File: src/bfp_pkg.sv
// Constants, carriers and state codes for the buck fault sequencer
package bfp_pkg;
  // ---------------------------------------------------------------
  // Clock and timing
  // ---------------------------------------------------------------
  localparam int CLK_MHZ = 25; // System clock rate
  localparam int PG_DG_NS = 20000; // Supply-ok deglitch, ns
  localparam int PG_DG_CYC = (PG_DG_NS * CLK_MHZ + 999) / 1000;
  localparam int OV_DG_NS = 10000; // Overvoltage deglitch, ns
  localparam int OV_DG_CYC = (OV_DG_NS * CLK_MHZ + 999) / 1000;
  localparam int HIC_US = 5000; // Hiccup delay, us
  localparam int HIC_CYC = HIC_US * CLK_MHZ;
  localparam int BLANK_NS = 20; // Least blanking time, ns
  localparam int BLANK_CYC = (BLANK_NS * CLK_MHZ + 999) / 1000;
  localparam int EN_DLY_CYC = 512; // Internal enable delay
  localparam int SS_STEPS = 128; // Soft-start levels
  localparam int SS_STEP_CYC = 4; // Clocks per soft-start level
  localparam int CL_WIN = 32; // Current-limit window
  localparam int CL_HEAVY = 5; // Events that force hiccup
  localparam int TW = 17; // Timer width
  localparam int DW = 9; // Deglitch counter width
  localparam logic [7:0] SS_RST = 8'h00; // Soft-start count at reset
  // ---------------------------------------------------------------
  // Carriers
  // ---------------------------------------------------------------
  typedef struct packed {
    logic uvt_good; // under_threshold_compare: level good
    logic over_threshold_compare; // over_threshold_compare: raw overvoltage
    logic cl; // current_limit_event comparator
    logic neg; // switch_node above 100 mV
    logic ot_hot; // Die above 150 C
    logic ot_cool; // Die back below trip minus hysteresis
    logic lockout_ok; // line_lockout_enable released
    logic pwm; // Modulator demand
    logic ss_at_fb; // Soft-start level reached feedback_input
    logic hs_off; // high_side_gate sensed off
    logic ls_off; // low_side_gate sensed off
  } bfp_sense_t;
  typedef struct packed {
    logic hs; // high_side_gate enable
    logic ls; // low_side_gate enable
  } bfp_gate_t;
  // ---------------------------------------------------------------
  // Sequencer states
  // ---------------------------------------------------------------
  typedef enum logic [6:0] {
    S_OFF = 7'h01, S_DLY = 7'h02, S_SS = 7'h04, S_RUN = 7'h08,
    S_HIC = 7'h10, S_NHIC = 7'h20, S_TSD = 7'h40
  } bfp_state_t;
endpackage

File: src/bfp_fault_seq.sv
// Fault supervision, gate enables and supply-ok for a buck controller
// Summary of operation
// - Supply-ok low on any fault or not-running
// - Supply-ok filtered by 20 us deglitch
// - Soft-start supply-ok needs count 128 and level good
// - Comparator watches soft-start until first pulse
// - Over-temperature: gates off, discharge soft-start
// - Cooled by hysteresis: auto restart soft-start
// - Current limit ends pulse, low side on
// - Five events in 32 clocks: hiccup
// - Event counter advances on next edge
// - Hiccup holds gates off 5 ms, restarts
// - Negative limit only with raw overvoltage
// - Overvoltage flag deglitched 10 us
// - Negative limit: low side off, 5 ms hiccup
// - Switch node trip turns low side off
// - Negative compare blanked after low-side, pwm rise
// - Undervoltage compare never changes switching
// - Supply-ok follows undervoltage compare hysteresis
// - Overvoltage drops supply-ok, regulation continues
// - Dead time: gates never on together
// - Internal soft-start steps 128 levels
// - No switching in soft-start until soft-start reaches feedback
`timescale 1ns/1ps
`default_nettype none
module bfp_fault_seq #(
  parameter int HICCUP_CYC = bfp_pkg::HIC_CYC // Hiccup delay, clocks
) (
  input wire logic i_mclk,
  input wire logic i_rst_n,
  input wire logic i_ce,
  input wire bfp_pkg::bfp_sense_t i_sense,
  output var bfp_pkg::bfp_gate_t o_gate,
  output logic o_ss_discharge,
  output logic o_uvt_sel_fb,
  output logic [6:0] o_ss_level,
  output logic o_ov_flag,
  output logic o_hiccup,
  output logic o_supply_ok_output_o,
  output logic o_supply_ok_output_oe
);
  import bfp_pkg::*;

  // ---------------------------------------------------------------
  // Helpers
  // ---------------------------------------------------------------
  // Count of set bits in the event history
  function automatic logic [5:0] bfp_pop(input logic [CL_WIN-1:0] v);
    logic [5:0] n;
    n = 6'h00;
    for (int k = 0; k < CL_WIN; k++) begin
      n = n + {5'h00, v[k]};
    end
    return n;
  endfunction

  // ---------------------------------------------------------------
  // Input synchronisers
  // ---------------------------------------------------------------
  bfp_sense_t s1; // First stage, read only by s
  bfp_sense_t s; // Synchronised comparator levels

  // Two flops for every analog comparator
  always_ff @(posedge i_mclk or negedge i_rst_n) begin
    if (!i_rst_n) begin
      s1 <= '0;
      s <= '0;
    end else if (i_ce) begin
      s1 <= i_sense;
      s <= s1;
    end
  end

  // ---------------------------------------------------------------
  // State and counters
  // ---------------------------------------------------------------
  bfp_state_t st; // Sequencer state
  bfp_state_t next_st; // Next state
  logic [TW-1:0] tmr; // Shared delay timer
  logic [7:0] ss_cnt; // Internal soft-start count
  logic [CL_WIN-1:0] cl_hist; // Sliding event history
  logic cl_q; // Previous current-limit level
  logic cl_term; // Pulse ended by current limit
  logic pwm_q; // Previous pwm level
  logic pb_ok; // Soft-start has caught feedback
  logic [1:0] blk; // Blanking counter
  logic [DW-1:0] ov_cnt; // Overvoltage deglitch count
  logic [DW-1:0] pg_cnt; // Supply-ok deglitch count
  logic pg; // Filtered supply-ok

  // ---------------------------------------------------------------
  // Decode
  // ---------------------------------------------------------------
  wire st_ss = (st == S_SS);
  wire st_run = (st == S_RUN);
  wire st_hic = (st == S_HIC);
  wire st_nhic = (st == S_NHIC);
  wire st_tsd = (st == S_TSD);
  wire st_dly = (st == S_DLY);
  // Rising current limit is one event
  wire cl_evt = s.cl & ~cl_q;
  wire pwm_rise = s.pwm & ~pwm_q;
  wire [5:0] cl_num = bfp_pop(cl_hist);
  wire heavy = (cl_num >= 6'(CL_HEAVY));
  wire ss_done = ss_cnt[7]; // Count reached 128
  wire ss_step = st_ss & (tmr == TW'(SS_STEP_CYC - 1)) & ~ss_done;
  // Negative compare: raw overvoltage, low side on, blank over
  wire neg_hit = s.over_threshold_compare & o_gate.ls & (blk == 2'h0) & s.neg;
  wire sw_en = (st_ss & pb_ok) | st_run;
  wire kill = heavy | neg_hit | s.ot_hot | ~s.lockout_ok;
  wire tmr_dly = (tmr == TW'(EN_DLY_CYC - 1));
  wire tmr_hic = (tmr == TW'(HICCUP_CYC - 1));
  wire st_chg = (next_st != st);

  // ---------------------------------------------------------------
  // Sequencer next state
  // ---------------------------------------------------------------
  always_comb begin
    next_st = st;
    unique case (st)
      S_OFF: begin
        if (s.lockout_ok) next_st = S_DLY;
      end
      S_DLY: begin
        if (tmr_dly) next_st = S_SS;
      end
      S_SS, S_RUN: begin
        if (heavy) begin
          next_st = S_HIC;
        end else if (neg_hit) begin
          next_st = S_NHIC;
        end else if (st_ss && ss_done) begin
          next_st = S_RUN;
        end
      end
      S_HIC, S_NHIC: begin
        if (tmr_hic) next_st = S_DLY; // Full restart
      end
      S_TSD: begin
        if (s.ot_cool) next_st = S_SS; // No latch
      end
      default: next_st = S_OFF;
    endcase
    // Lockout overrides all; over-temperature overrides all but S_OFF
    if (!s.lockout_ok) begin
      next_st = S_OFF;
    end else if (s.ot_hot && st != S_OFF) begin
      next_st = S_TSD;
    end
  end

  // ---------------------------------------------------------------
  // State register and timer
  // ---------------------------------------------------------------
  // Timer restarts on each state change
  always_ff @(posedge i_mclk or negedge i_rst_n) begin
    if (!i_rst_n) begin
      st <= S_OFF;
      tmr <= '0;
    end else if (i_ce) begin
      st <= next_st;
      if (st_chg || ss_step) begin
        tmr <= '0;
      end else begin
        tmr <= tmr + TW'(1);
      end
    end
  end

  // ---------------------------------------------------------------
  // Soft-start count and prebias hold
  // ---------------------------------------------------------------
  // Count only in soft-start, hold in run, cleared elsewhere
  always_ff @(posedge i_mclk or negedge i_rst_n) begin
    if (!i_rst_n) begin
      ss_cnt <= SS_RST;
      pb_ok <= 1'b0;
    end else if (i_ce) begin
      if (!(st_ss || st_run)) begin
        ss_cnt <= SS_RST;
        pb_ok <= 1'b0;
      end else begin
        if (ss_step) ss_cnt <= ss_cnt + 8'h01;
        if (s.ss_at_fb) pb_ok <= 1'b1;
      end
    end
  end

  // ---------------------------------------------------------------
  // Current-limit history
  // ---------------------------------------------------------------
  // Shift one bit per clock so old events age out
  always_ff @(posedge i_mclk or negedge i_rst_n) begin
    if (!i_rst_n) begin
      cl_hist <= '0;
      cl_q <= 1'b0;
      cl_term <= 1'b0;
      pwm_q <= 1'b0;
    end else if (i_ce) begin
      cl_q <= s.cl;
      pwm_q <= s.pwm;
      if (!sw_en || st_chg) begin
        cl_hist <= '0;
      end else begin
        cl_hist <= {cl_hist[CL_WIN-2:0], cl_evt};
      end
      // Pulse stays ended until next pwm rise
      if (cl_evt) begin
        cl_term <= 1'b1;
      end else if (pwm_rise) begin
        cl_term <= 1'b0;
      end
    end
  end

  // ---------------------------------------------------------------
  // Gate enables with adaptive dead time
  // ---------------------------------------------------------------
  wire hs_want = sw_en & s.pwm & ~cl_term & ~cl_evt & ~kill;
  wire ls_want = sw_en & ~hs_want & ~kill;
  // Each side waits for the other to be off
  wire next_hs = hs_want & ~o_gate.ls & s.ls_off;
  wire next_ls = ls_want & ~o_gate.hs & ~next_hs & s.hs_off;
  wire ls_rise = next_ls & ~o_gate.ls;

  // Gate flops and comparator mux select
  always_ff @(posedge i_mclk or negedge i_rst_n) begin
    if (!i_rst_n) begin
      o_gate <= '0;
      o_uvt_sel_fb <= 1'b0;
      blk <= 2'h0;
    end else if (i_ce) begin
      o_gate.hs <= next_hs;
      o_gate.ls <= next_ls;
      if (!sw_en) begin
        o_uvt_sel_fb <= 1'b0;
      end else if (next_hs) begin
        o_uvt_sel_fb <= 1'b1; // First pulse
      end
      if (ls_rise || pwm_rise) begin
        blk <= 2'(BLANK_CYC);
      end else if (blk != 2'h0) begin
        blk <= blk - 2'h1;
      end
    end
  end

  // ---------------------------------------------------------------
  // Overvoltage deglitch
  // ---------------------------------------------------------------
  // Flag set after steady overvoltage, clear at once
  always_ff @(posedge i_mclk or negedge i_rst_n) begin
    if (!i_rst_n) begin
      ov_cnt <= '0;
      o_ov_flag <= 1'b0;
    end else if (i_ce) begin
      if (!s.over_threshold_compare) begin
        ov_cnt <= '0;
        o_ov_flag <= 1'b0; // Below 113 %
      end else if (ov_cnt == DW'(OV_DG_CYC - 1)) begin
        o_ov_flag <= 1'b1;
      end else begin
        ov_cnt <= ov_cnt + DW'(1);
      end
    end
  end

  // ---------------------------------------------------------------
  // Supply-ok
  // ---------------------------------------------------------------
  // Raw condition; undervoltage compare gates only this
  wire pg_raw = (st_ss | st_run) & ss_done & s.uvt_good & ~o_ov_flag;

  // Change only after raw level differs for the whole deglitch
  always_ff @(posedge i_mclk or negedge i_rst_n) begin
    if (!i_rst_n) begin
      pg_cnt <= '0;
      pg <= 1'b0;
    end else if (i_ce) begin
      if (pg_raw == pg) begin
        pg_cnt <= '0;
      end else if (pg_cnt == DW'(PG_DG_CYC - 1)) begin
        pg_cnt <= '0;
        pg <= pg_raw;
      end else begin
        pg_cnt <= pg_cnt + DW'(1);
      end
    end
  end

  // ---------------------------------------------------------------
  // Registered status outputs
  // ---------------------------------------------------------------
  always_ff @(posedge i_mclk or negedge i_rst_n) begin
    if (!i_rst_n) begin
      o_supply_ok_output_o <= 1'b0;
      o_supply_ok_output_oe <= 1'b1;
      o_ss_discharge <= 1'b1;
      o_hiccup <= 1'b0;
      o_ss_level <= 7'h00;
    end else if (i_ce) begin
      o_supply_ok_output_o <= 1'b0; // Open drain only pulls low
      o_supply_ok_output_oe <= ~pg;
      // Pull soft-start down outside soft-start and run
      o_ss_discharge <= ~(next_st == S_SS || next_st == S_RUN);
      o_hiccup <= (next_st == S_HIC) || (next_st == S_NHIC);
      o_ss_level <= ss_cnt[6:0] | {7{ss_done}}; // Hold top level once done
    end
  end
endmodule // bfp_fault_seq
`default_nettype wire

File: config.mk
export PLATFORM = sky130hd
export DESIGN_NAME = bfp_fault_seq
export DESIGN_NICKNAME = d
export VERILOG_FILES = /design/src/bfp_pkg.sv /design/src/bfp_fault_seq.sv
export SDC_FILE = /design/constraint.sdc
export NUM_CORES = 1
export LEC_CHECK = 0
export BUFFER_PORTS_ARGS = -buffer_cell sky130_fd_sc_hd__buf_2
export CAP_MARGIN = 20
export CELL_PAD_IN_SITES_DETAIL_PLACEMENT = 1
export CELL_PAD_IN_SITES_GLOBAL_PLACEMENT = 2
export CORE_ASPECT_RATIO = 1.5
export CORE_MARGIN = 2
export CORE_UTILIZATION = 41
export DETAILED_ROUTE_END_ITERATION = 7
export PLACE_DENSITY = 0.82
export SLEW_MARGIN = 20
export SYNTH_ARGS = -nofsm -noshare
export SYNTH_HDL_FRONTEND = slang
export SYNTH_SLANG_ARGS = --single-unit
File: constraint.sdc
create_clock -name i_mclk -period 6.6 [get_ports i_mclk]
set_input_delay 0.66 -clock i_mclk [delete_from_list [all_inputs] [get_ports i_mclk]]
set_output_delay 0.66 -clock i_mclk [all_outputs]
set_load 0.02 [all_outputs]
### After elaboration in Yosys (flattened, before gate mapping)

Index checks and enable logic that the tools add are counted.

| word-level totals | value |
|---|---|
| register bits after elaboration | 125 |
| input port bits | 14 |
| output and inout port bits | 15 |

| operators by class | value |
|---|---|
| equal/unequal tests | 24 |
| multiplexer cells | 27 |
| bitwise operators | 44 |
| reduce and logical (&&, ||, !) cells | 23 |
| add/sub/neg operators | 36 |
| magnitude comparators | 1 |

Operators with widths:

| kind | number |
|---|---|
| adder 6 x 1 -> 6 bit | 26 |
| two-way mux 7 bit | 8 |
| two-way mux 9 bit | 4 |
| case mux 7 bit (5 select lines) | 1 |
| two-way mux 32 bit | 1 |
| AND 1 bit | 23 |
| adder 9 x 1 -> 9 bit, second input constant | 2 |
| adder 17 x 1 -> 17 bit, second input constant | 1 |
| == test 17 bit, second input constant | 1 |
| == test 17 x 2 -> 1 bit, second input constant | 1 |
| == test 17 x 9 -> 1 bit, second input constant | 1 |
| two-way mux 17 bit | 1 |
| two-way mux 8 bit | 2 |
| inverter 1 bit | 15 |
| == test 7 x 3 -> 1 bit, second input constant | 2 |
| == test 7 x 4 -> 1 bit, second input constant | 2 |
| == test 7 x 5 -> 1 bit, second input constant | 2 |
| == test 7 x 6 -> 1 bit, second input constant | 2 |
| AND reduction 2 bit | 7 |
| == test 9 x 8 -> 1 bit, second input constant | 1 |
| == test 9 bit, second input constant | 1 |
| adder 8 x 1 -> 8 bit, second input constant | 1 |
| two-way mux 1 bit | 8 |
| == test 7 x 1 -> 1 bit, second input constant | 1 |
| other kinds (24) | 41 |

### Depth between registers and ports, before layout

Gate-level depths: netlist of the first run.

| logic depth | value |
|---|---|
| depth after elaboration | 47 |
| gate-level depth with buffers | 20 |

### Worst setup path before layout of the first run

OpenSTA, ideal clock, no wires.

| timing | value |
|---|---|
| path type | register to register |
| start point | register cl_hist[0] |
| end point | register cl_hist[31] |
| arrival time | 5803 ps |
| setup slack | 731 ps |
| stages on the path, launching flop included | 21 |
| setup time | 66 ps |
| buffers on the path | 2 |
| period minus slack after synthesis | 5869 ps |
| path through | dfrtp_1 -> inv_1 -> fa_1 -> fa_1 -> fa_1 -> fa_1 -> fa_1 -> fa_1 -> inv_1 -> ha_1 -> inv_1 -> fa_1 -> nor2b_1 -> o21ai_0 -> or3_1 -> o21a_1 -> nor3_2 -> and4_1 -> buf_6 -> buf_8 -> a22o_1 |

| on the way | value |
|---|---|
| cells in the longest elaborated chain, start to end | 39 |

Ends and longest elaborated chain:

| element | line | source |
|---|---|---|
| start: declaration | bfp_fault_seq.sv:81 | `logic [CL_WIN-1:0] cl_hist;` |
| start signal: assignment | bfp_fault_seq.sv:205 | `cl_hist <= {cl_hist[CL_WIN-2:0], cl_evt};` |
| adder 1 x 1 -> 2 bit | bfp_fault_seq.sv:52 | `n = n + {5'h00, v[k]};` |
| adder 2 x 1 -> 3 bit | bfp_fault_seq.sv:52 |  |
| adder 3 x 1 -> 4 bit | bfp_fault_seq.sv:52 |  |
| adder 4 x 1 -> 5 bit | bfp_fault_seq.sv:52 |  |
| adder 5 x 1 -> 6 bit | bfp_fault_seq.sv:52 |  |
| adder 6 x 1 -> 6 bit (26 in a row) | bfp_fault_seq.sv:52 |  |
| >= comparator 6 x 3 -> 1 bit | bfp_fault_seq.sv:104 | `wire heavy = (cl_num >= 6'(CL_HEAVY));` |
| two-way mux 7 bit | bfp_fault_seq.sv:128 | `if (heavy) begin` |
| case mux 7 bit (5 select lines) | bfp_fault_seq.sv:120 | `unique case (st)` |
| two-way mux 7 bit | bfp_fault_seq.sv:147 | `end else if (s.ot_hot && st != S_OFF) begin` |
| two-way mux 7 bit | bfp_fault_seq.sv:145 | `if (!s.lockout_ok) begin` |
| inequality test 7 bit | bfp_fault_seq.sv:113 | `wire st_chg = (next_st != st);` |
| logical OR 1 bit | bfp_fault_seq.sv:202 | `if (!sw_en \|\| st_chg) begin` |
| two-way mux 32 bit | bfp_fault_seq.sv:202 |  |

No other way between the ends.
A chain may end at the register's enable or synchronous reset.

### Worst setup path after layout of the first run

| timing | value |
|---|---|
| start point | register cl_hist[0] |
| end point | register tmr[11] |

| on the way | value |
|---|---|
| cells in the longest elaborated chain, start to end | 39 |

Ends and longest elaborated chain:

| element | line | source |
|---|---|---|
| adder 1 x 1 -> 2 bit | bfp_fault_seq.sv:52 |  |
| adder 2 x 1 -> 3 bit | bfp_fault_seq.sv:52 |  |
| adder 3 x 1 -> 4 bit | bfp_fault_seq.sv:52 |  |
| adder 4 x 1 -> 5 bit | bfp_fault_seq.sv:52 |  |
| adder 5 x 1 -> 6 bit | bfp_fault_seq.sv:52 |  |
| adder 6 x 1 -> 6 bit (26 in a row) | bfp_fault_seq.sv:52 |  |
| >= comparator 6 x 3 -> 1 bit | bfp_fault_seq.sv:104 |  |
| two-way mux 7 bit | bfp_fault_seq.sv:128 |  |
| case mux 7 bit (5 select lines) | bfp_fault_seq.sv:120 |  |
| two-way mux 7 bit | bfp_fault_seq.sv:147 |  |
| two-way mux 7 bit | bfp_fault_seq.sv:145 |  |
| inequality test 7 bit | bfp_fault_seq.sv:113 |  |
| logical OR 1 bit | bfp_fault_seq.sv:162 | `if (st_chg \|\| ss_step) begin` |
| two-way mux 17 bit | bfp_fault_seq.sv:162 |  |
| end signal: assignment | bfp_fault_seq.sv:165 | `tmr <= tmr + TW'(1);` |
| end: declaration | bfp_fault_seq.sv:79 | `logic [TW-1:0] tmr;` |

No other way between the ends.

==> results.txt, run 1 <==
die width = 110 um
critical path's largest stage delay = 0.57 ns
Hold Violations, Final = 0
Pre-antenna DRT Iters = 4
Post-synth EDFFs = 0
vias in the first global route = 5665
drt total wl = 16.8 mm
critical path data arrival time = 6.62 ns
ranking of synthesized cells by area = dfrtp_1 (44%), fa_1 (6.9%), a22o_1 (4.2%)
Slew HR = 0.429
RSZ-0062 raised after global routing = no
cell mode on critical path = fa_1
fraction of layout cells with a size suffix above 1 = 0.160
status = complete, no violations
Critical-path top delay cell = fa_1
Multi-input gate area = 3340 um^2
WL/cell = 18.6 um
detailed-route via count = 5135
FF+latch count, synth = 125
slew of the pin with the lowest slew margin = 0.857 ns
Sw Ratio = 0.278
postcts setup bufs = 0
Fmax = 159 MHz
Hold WS = 0.321 ns
Clk network pwr share = 0.461
worst setup margin = 0.305 ns
Critical Path RT = 6.92 ns
Initial Util = 0.416
initial antenna violation count = 0
Crit Path Category = reg2reg
Comb pwr share = 0.122
DP Wirelength = 11.9 mm
Sequential Area = 3130 um^2
Non-Filler Instances = 902
Filler cells = 1824
largest net degree at the start of global routing = 66
P_leak = 3.40 nW
top-count cell post-synth = dfrtp_1
Syn Nets = 714
I/O Buffers = 27
hold buffers post-CTS = 0
skew final = 0.00899 ns
cells along the critical path = inv_1, fa_1, fa_1, fa_1, fa_1, fa_1, fa_1, inv_1, ha_1, inv_1, fa_1, xor2_1, o21ai_0, or3_1, o21a_1, nor3_2, buf_4, nand4_1, o311ai_2
Finished Cell Area = 7750 um^2
setup_tns = 0 ns
Placed Cells = 870
clk_lat worst skew = 0.43 ns
Int Pwr = 1.48 mW
Distinct cells, synth = 74
Synth Flop Type = dfrtp_1
post-synthesis adder-cell area fraction = 0.0929
Final min period = 6.29 ns
worst min path class = in2async
Tot GR Track Use = 0.207
Syn Area/Cell = 10.4 um^2
Cells after Synth = 663
die height = 163 um
Synth Area in Compound Gates = 0.149
pre-CTS setup slack = -0.159 ns
Placed Area = 7150 um^2
share of the synthesized area in the top cell type = 0.441
num rows = 58
Max VDD drop = 0.158 mV
Final Max Tran Viols = 0
final net count = 730
Startpoint Class = register
Final setup violation count = 0
Power per Cell Area = 264 nW/um^2
Diodes inserted = 0
first-pass GRT wire length = 28.4 mm
maxcap violations = 0
clock tree buffer depth = 2
CP Max Fanout = 6
CP bufs+invs = 4
P_sw = 569 uW
Die ar. = 18000 um^2
Num CTS Buffers = 17
Post-synth top cells = dfrtp_1 (122), inv_1 (63), nor2_1 (50)
Async S/R FF share, synth = 1.00
crit end category = register
Post-Synth XOR/XNOR Area = 0.0342
period utilization = 0.954
Detailed Route Iter0 Violations = 247
core area = 16600 um^2
DR DRC count = 0
area grow syn2layout = 12.0%
number of H-tree levels = 4
total global routing overflow = 0
Ports = 29
CTS tree = done
sequential share of power = 0.417
CTS root buf = clkbuf_16
Seq/Total Area, Yosys = 0.453
mux cell area share after synthesis = 0.0450
post-synth top area cell = dfrtp_1
CP top delay family = adder cells
synthesized area = 6920 um^2
via/cell ratio = 5.69
clk sinks = 125
clk slew on worst S/H paths = 0.06 ns
post-route ant nets = 0
Routability Congestion = 0.869
synth warn = 0
simple-gate share of the synthesized area = 0.161
largest family of logic cells by synthesized area = simple AND/OR/NAND/NOR gates
==> per-stage QoR <==
step	util	power [mW]
after CTS	0.466	2.07
after global routing	0.466	2.13
after floorplan	-	1.04
after global placement	0.430	1.10
after detailed placement	0.430	1.12
final	0.466	2.05
==> flip-flops by register name, indices dropped and copies added, names as in the netlist, 2 cells and up <==
register / flops
cl_hist: 32
tmr: 17
s1: 11
s: 11
ov_cnt: 9
pg_cnt: 9
ss_cnt: 8
o_ss_level: 7
st: 7
blk: 2
o_gate: 2
==> cell type report <==
class	instances	area share
clock buffers	18	0.0567
flip-flops and latches	125	0.404
inverters	63	0.0305
multi-input cells	440	0.432
repair buffers	32	0.0226
clock inverters	14	0.0203
well taps	210	0.0339
==> metal layers <==
| layer | track usage | part of all wire |
|---|---|---|
| met5 | 0 | 0 |
| met4 | 0.0863 | 0.029 |
| met3 | 0.0431 | 0.035 |
| met2 | 0.356 | 0.53 |
| met1 | 0.246 | 0.41 |
==> power groups by stage <==
stage	Sequential [mW]	Clock [mW]	Combinational, mW
CTS	0.853	0.966	0.252
global placement	0.862	0	0.240
floorplan	0.851	0	0.185
detailed placement	0.866	0	0.250
finish	0.853	0.942	0.250
global route	0.860	0.997	0.277
==> what timing repair did <==
item	CTS	global route
resized for setup	1	1
setup endpoints to repair	32	28
gates cloned	0	0
==> cell usage in the layout, fill, tap and decap left out, types with 6 or more instances in the layout <==
cell type / instances
a21oi_1: 30
and3_1: 8
or3_1: 7
inv_1: 62
nand4_1: 13
nor3_1: 10
clkbuf_16: 17
nor4_1: 11
buf_4: 6
mux2_2: 25
xnor2_1: 10
a22o_1: 33
buf_2: 26
o21ai_0: 28
xor2_1: 17
nand2_1: 36
dfrtp_1: 122
ha_1: 13
fa_1: 24
nor2_1: 50
nand2b_1: 8
nand3_1: 26
==> path summary, 6_finish.rpt <==
| path | from | end | slack [ns] | cells past startpoint |
|---|---|---|---|---|
| worst max-delay path | cl_hist[0] | tmr[11] | 0.31 | 19 |
| worst min-delay path | i_rst_n | pg_cnt[3] | 0.32 | 1 |
| worst max register to register | cl_hist[0] | tmr[11] | 0.31 | 19 |
| worst min register to register | s1[3] | s[3] | 0.49 | 2 |
| max in group asynchronous | i_rst_n | cl_hist[19] | 4.91 | 2 |
| min in group i_mclk | i_sense[0] | s1[0] | 0.46 | 2 |
==> cell families after synthesis <==
kind of cell / count (synthesis)
DFF: 125
and+or+nand+nor: 205
adders and majority gates: 37
xor gates and xnor gates: 27
AOI/OAI and AO/OA: 142
muxes: 28
buffers and inverters: 98
other: 1
Note: power is estimated with default switching activity, not from simulation.
==> run 2, diff against run 1 <==
- CORE_UTILIZATION: 41 -> 40
- CTS_BUF_LIST: not set -> sky130_fd_sc_hd__clkbuf_16
- PLACE_DENSITY: 0.82 -> 0.8
==> run 2 against run 1 <==
Utilization fell by 0.65 points; sequential cell count did not move; die area rose by 2.4%; sequential power barely moved; largest cell class unchanged.
==> results.txt, run 2 (synthesis results as in run 1) <==
core area = 16800 um^2 (was 16600 um^2)
hold buffers post-CTS = 0 (unchanged)
postcts setup bufs = 0 (unchanged)
P_leak = 3.38 nW (was 3.40 nW)
Slew HR = 0.405 (was 0.429)
clk_lat worst skew = 0.42 ns (was 0.43 ns)
Comb pwr share = 0.123 (was 0.122)
Clk network pwr share = 0.453 (was 0.461)
skew final = 0.0127 ns (was 0.00899 ns)
CTS root buf = clkbuf_16 (unchanged)
num rows = 58 (unchanged)
Critical Path RT = 6.95 ns (was 6.92 ns)
maxcap violations = 0 (unchanged)
Hold Violations, Final = 0 (unchanged)
period utilization = 0.928 (was 0.954)
clk sinks = 125 (unchanged)
critical path data arrival time = 6.47 ns (was 6.62 ns)
DP Wirelength = 11.5 mm (was 11.9 mm)
worst min path class = in2async (unchanged)
total global routing overflow = 0 (unchanged)
Final Max Tran Viols = 0 (unchanged)
vias in the first global route = 5494 (was 5665)
largest net degree at the start of global routing = 81 (was 66)
RSZ-0062 raised after global routing = no (unchanged)
P_sw = 578 uW (was 569 uW)
Initial Util = 0.411 (was 0.416)
Ports = 29 (unchanged)
crit end category = register (unchanged)
number of H-tree levels = 4 (unchanged)
Filler cells = 1871 (was 1824)
post-route ant nets = 0 (unchanged)
Tot GR Track Use = 0.192 (was 0.207)
DR DRC count = 0 (unchanged)
via/cell ratio = 5.60 (was 5.69)
Num CTS Buffers = 17 (unchanged)
CP Max Fanout = 32 (was 6)
final core utilization = 0.460 (was 0.466)
clock tree buffer depth = 2 (unchanged)
final net count = 730 (unchanged)
Int Pwr = 1.43 mW (was 1.48 mW)
Largest Register = cl_hist (unchanged)
die height = 165 um (was 163 um)
fraction of layout cells with a size suffix above 1 = 0.160 (unchanged)
detailed-route via count = 5052 (was 5135)
Max VDD drop = 0.216 mV (was 0.158 mV)
sequential share of power = 0.424 (was 0.417)
r2r endpoint = cl_hist[5] (was tmr[11])
Power per Cell Area = 260 nW/um^2 (was 264 nW/um^2)
Largest register FFs = 32 (unchanged)
setup_tns = 0 ns (unchanged)
die width = 111 um (was 110 um)
slew of the pin with the lowest slew margin = 0.893 ns (was 0.857 ns)
Diodes inserted = 0 (unchanged)
Startpoint Class = register (unchanged)
Crit Path Category = reg2reg (unchanged)
reg2reg path depth = 19 (unchanged)
Final setup violation count = 0 (unchanged)
CTS tree = done (unchanged)
WL/cell = 18.1 um (was 18.6 um)
Routability Congestion = 0.849 (was 0.869)
initial antenna violation count = 0 (unchanged)
drt total wl = 16.3 mm (was 16.8 mm)
area grow syn2layout = 11.8% (was 12.0%)
I/O Buffers = 27 (unchanged)
Fmax = 163 MHz (was 159 MHz)
status = complete, no violations (unchanged)
Die ar. = 18400 um^2 (was 18000 um^2)
FF-to-FF Start = cl_hist[17] (was cl_hist[0])
Regs by FF count = cl_hist x32, tmr x17 (unchanged)
Sw Ratio = 0.287 (was 0.278)
Pre-antenna DRT Iters = 5 (was 4)
R2R Setup Slk = 0.48 ns (was 0.31 ns)
first-pass GRT wire length = 28.0 mm (was 28.4 mm)
most common cell after layout, fill and taps aside = dfrtp_1 (unchanged)
most frequent cells in the layout = dfrtp_1 (122), inv_1 (62), nor2_1 (50) (unchanged)
Final min period = 6.12 ns (was 6.29 ns)
clk slew on worst S/H paths = 0.06 ns (about the same)
Detailed Route Iter0 Violations = 250 (was 247)
run 2: how the worst max path moves through the flow:
stage                      startpoint           to  slack [ns]  depth (start not counted)
after global placement     cl_hist[5]      tmr[11]        0.48                         19
after global routing      cl_hist[23]      tmr[11]        0.05                         19
after CTS                 cl_hist[23]  cl_hist[23]        0.23                         19
after floorplan            cl_hist[0]  cl_hist[31]        0.73                         20
after detailed placement  cl_hist[23]      tmr[11]        0.25                         19
final                     cl_hist[17]   cl_hist[5]        0.48                         19
run 2: power groups by stage:
stage                     sequential (mW)  combinational [mW]  clock, mW
final                               0.854               0.248      0.911
after detailed placement            0.867               0.246          0
after global routing                0.860               0.281      0.972
after floorplan                     0.851               0.185          0
after global placement              0.864               0.234          0
after CTS                           0.854               0.248      0.936
run 2: cell type report:
cell class,instances,area (um^2),share of cell area
inverter,63,236,0.0306
tap,210,263,0.0340
clock buffer,17,425,0.0550
multi-input combinational,440,3350,0.433
sequential,125,3130,0.405
timing repair buffer,32,175,0.0226
clock inverter,15,153,0.0197
run 2: through the flow:
step           hold WS (ns)  cells  worst slack (ns)  total power, mW  instance area (um^2)
2_1_floorplan         0.364    663             0.731             1.04                  6920
3_3_place_gp          0.459    870             0.482             1.10                  7150
3_5_place_dp          0.480    870             0.254             1.11                  7150
4_1_cts               0.341    902             0.234             2.04                  7730
5_1_grt               0.364    902            0.0473             2.11                  7740
6_report              0.319    902             0.475             2.01                  7740
run 2: timing repair:
action / 4_1_cts / 5_1_grt
endpoints found under the hold margin: 0 / 0
gates resized for setup: 0 / 3
endpoints found under the setup margin: 0 / 49
run 2: per-layer routing:
layer  global-route usage  up-vias  share of wire
met5                    0        -              0
met4               0.0623        0          0.016
met3               0.0376       17          0.025
met2                0.353       52           0.54
met1                0.226     2611           0.42
li1                     -     2372              -
run 2: critical path, stage by stage, from the launching register on:
cell	delay, ns
dfrtp_1	0.42
fa_1	0.56
inv_1	0.06
fa_1	0.47
fa_1	0.52
fa_1	0.44
fa_1	0.57
fa_1	0.42
inv_1	0.07
ha_1	0.19
inv_1	0.07
fa_1	0.48
nor2b_1	0.13
o21ai_1	0.13
o41ai_1	0.38
o311ai_1	0.17
nor3_2	0.24
and4_1	0.22
buf_4	0.32
a22o_1	0.20
==> run 3, diff against run 2 <==
- ABC_AREA: not set -> 1
- CORE_UTILIZATION: 40 -> 38
- PLACE_DENSITY: 0.8 -> 0.81
==> run 3 against run 2 <==
Synthesized area up 2.8%; register-to-register slack worse by 0.04 ns; hold slack worse by 0.059 ns; utilization down 2.6 points; sequential share of layout area down 1.4 points; clock power down 4.3%; global-route usage up 0.57 points; non-clock buffer count down 1; worst setup slack worse by 0.041 ns; cell count up 26%; largest cell class unchanged; maximum frequency down 0.67%; first-iteration DRC count down 29%.
==> results.txt, run 3 <==
r2r endpoint = cl_hist[16] (was cl_hist[5])
Sw Ratio = 0.262 (was 0.287)
Startpoint Class = register (unchanged)
RSZ-0062 raised after global routing = no (unchanged)
Synth Flop Type = dfrtp_1 (unchanged)
CTS tree = done (unchanged)
clk_lat worst skew = 0.43 ns (was 0.42 ns)
skew final = 0.00841 ns (was 0.0127 ns)
Num CTS Buffers = 17 (unchanged)
die height = 172 um (was 165 um)
Syn Area/Cell = 8.38 um^2 (was 10.4 um^2)
number of H-tree levels = 4 (unchanged)
CTS root buf = clkbuf_16 (unchanged)
Fmax = 162 MHz (was 163 MHz)
clk sinks = 125 (unchanged)
core area = 18500 um^2 (was 16800 um^2)
FF-to-FF Start = cl_hist[0] (was cl_hist[17])
P_sw = 500 uW (was 578 uW)
area grow syn2layout = 12.6% (was 11.8%)
Async S/R FF share, synth = 1.00 (unchanged)
most common cell after layout, fill and taps aside = nand2_1 (was dfrtp_1)
Power per Cell Area = 238 nW/um^2 (was 260 nW/um^2)
post-route ant nets = 0 (unchanged)
Regs by FF count = cl_hist x32, tmr x17 (unchanged)
top-count cell post-synth = nand2_1 (was dfrtp_1)
clock tree buffer depth = 2 (unchanged)
Diodes inserted = 0 (unchanged)
Largest Register = cl_hist (unchanged)
Final setup violation count = 0 (unchanged)
final net count = 922 (was 730)
vias in the first global route = 6240 (was 5494)
DR DRC count = 0 (unchanged)
largest net degree at the start of global routing = 77 (was 81)
total global routing overflow = 0 (unchanged)
WL/cell = 15.4 um (was 18.1 um)
synth warn = 0 (unchanged)
Int Pwr = 1.40 mW (was 1.43 mW)
Hold Violations, Final = 0 (unchanged)
postcts setup bufs = 0 (unchanged)
hold buffers post-CTS = 0 (unchanged)
final core utilization = 0.434 (was 0.460)
maxcap violations = 0 (unchanged)
FF+latch count, synth = 125 (unchanged)
num rows = 61 (was 58)
Ports = 29 (unchanged)
Pre-antenna DRT Iters = 4 (was 5)
synthesized area = 7110 um^2 (was 6920 um^2)
worst min path class = in2async (unchanged)
I/O Buffers = 27 (unchanged)
die width = 116 um (was 111 um)
reg2reg path depth = 24 (was 19)
total power = 1.90 mW (was 2.01 mW)
Hold WS = 0.259 ns (was 0.319 ns)
R2R Setup Slk = 0.43 ns (was 0.48 ns)
Critical Path RT = 6.95 ns (about the same)
Comb pwr share = 0.103 (was 0.123)
crit end category = register (unchanged)
clk slew on worst S/H paths = 0.06 ns (about the same)
Tot GR Track Use = 0.198 (was 0.192)
Filler cells = 2258 (was 1871)
initial antenna violation count = 0 (unchanged)
Seq/Total Area, Yosys = 0.440 (was 0.453)
Crit Path Category = reg2reg (unchanged)
Post-synth top cells = nand2_1 (218), inv_1 (132), dfrtp_1 (122) (was dfrtp_1 (122), inv_1 (63), nor2_1 (50))
CP Max Fanout = 20 (was 32)
first-pass GRT wire length = 30.4 mm (was 28.0 mm)
P_leak = 3.63 nW (was 3.38 nW)
sequential share of power = 0.439 (was 0.424)
Die ar. = 19900 um^2 (was 18400 um^2)
Slew HR = 0.342 (was 0.405)
ranking of synthesized cells by area = dfrtp_1 (43%), nand2_1 (12%), inv_1 (7.0%) (was dfrtp_1 (44%), fa_1 (6.9%), a22o_1 (4.2%))
Syn Nets = 900 (was 714)
Final Max Tran Viols = 0 (unchanged)
Cells after Synth = 849 (was 663)
Max VDD drop = 0.196 mV (was 0.216 mV)
most frequent cells in the layout = nand2_1 (218), inv_1 (135), dfrtp_1 (122) (was dfrtp_1 (122), inv_1 (62), nor2_1 (50))
Final min period = 6.17 ns (was 6.12 ns)
via/cell ratio = 4.92 (was 5.60)
share of the synthesized area in the top cell type = 0.429 (was 0.441)
DP Wirelength = 12.6 mm (was 11.5 mm)
critical path data arrival time = 6.52 ns (was 6.47 ns)
status = complete, no violations (unchanged)
slew of the pin with the lowest slew margin = 0.986 ns (was 0.893 ns)
detailed-route via count = 5574 (was 5052)
setup_tns = 0 ns (unchanged)
Clk network pwr share = 0.458 (was 0.453)
post-synth top area cell = dfrtp_1 (unchanged)
cts repair resizes = 0 (unchanged)
Largest register FFs = 32 (unchanged)
Distinct cells, synth = 47 (was 74)
Post-synth EDFFs = 0 (unchanged)
drt total wl = 17.5 mm (was 16.3 mm)
period utilization = 0.934 (was 0.928)
Initial Util = 0.385 (was 0.411)
Routability Congestion = 0.875 (was 0.849)
Detailed Route Iter0 Violations = 177 (was 250)
fraction of layout cells with a size suffix above 1 = 0.141 (was 0.160)
==> run 3: kinds of logic after synthesis <==
kind of cell / Yosys count / share of synthesized area
fa+ha+maj: 37 / 0.0904
simple gates: 380 / 0.237
compound gates: 123 / 0.116
flops: 125 / 0.440
buf+inv: 163 / 0.0915
mux: 1 / 0.00141
xor+xnor: 19 / 0.0234
other cells: 1 / 0.000527
==> run 3: per-layer routing <==
| metal | track usage | up-vias | part of all wire |
|---|---|---|---|
| li1 | - | 2726 | - |
| met1 | 0.229 | 2764 | 0.42 |
| met2 | 0.356 | 55 | 0.54 |
| met3 | 0.0419 | 29 | 0.022 |
| met4 | 0.0719 | 0 | 0.020 |
| met5 | 0 | - | 0 |
==> run 3: cell type report <==
type	count	area, um^2	share of cell area
inverter	135	509	0.0636
tap	252	315	0.0394
clock inverter	13	113	0.0141
clock buffer	17	425	0.0531
multi-input combinational	561	3330	0.416
timing repair buffer	31	183	0.0228
sequential	125	3130	0.391
==> run 3: worst max-delay path by stage <==
stage	from	endpoint	slack [ns]	cells past startpoint
after floorplan	cl_hist[0]	tmr[10]	1.13	24
after global placement	cl_hist[0]	cl_hist[27]	0.68	24
after detailed placement	cl_hist[0]	cl_hist[30]	0.43	24
after CTS	cl_hist[0]	cl_hist[16]	0.38	24
after global routing	cl_hist[0]	cl_hist[16]	0.05	25
final	cl_hist[0]	cl_hist[16]	0.43	24
==> run 3: worst max-delay path, cell delays in order (launching register included) <==
cell,delay [ns]
dfrtp_1,0.37
inv_1,0.08
fa_1,0.57
fa_1,0.45
fa_1,0.54
fa_1,0.45
fa_1,0.54
fa_1,0.40
inv_1,0.06
ha_1,0.16
inv_1,0.06
fa_1,0.49
nand2_1,0.06
nand2_1,0.09
nand3_1,0.09
nor2_1,0.31
nand4_4,0.13
nor2_2,0.18
nand2_1,0.08
nand2_1,0.08
nand3_2,0.08
nor2_4,0.15
nand3_4,0.24
buf_12,0.26
o21ai_2,0.13
==> run 3: metrics by stage <==
stage | worst slack (ns) | cells | area [um^2]
6_report | 0.434 | 1134 | 8010
5_1_grt | 0.0503 | 1134 | 8010
4_1_cts | 0.382 | 1134 | 8010
3_5_place_dp | 0.432 | 1104 | 7470
3_3_place_gp | 0.681 | 1104 | 7470
2_1_floorplan | 1.13 | 849 | 7110
==> run 3: power by group through the flow <==
| stage | clock [mW] | combinational (mW) | sequential, mW |
|---|---|---|---|
| 2_1_floorplan | 0 | 0.134 | 0.846 |
| 3_3_place_gp | 0 | 0.188 | 0.848 |
| 3_5_place_dp | 0 | 0.200 | 0.851 |
| 4_1_cts | 0.894 | 0.201 | 0.838 |
| 5_1_grt | 0.929 | 0.227 | 0.843 |
| 6_report | 0.872 | 0.196 | 0.837 |
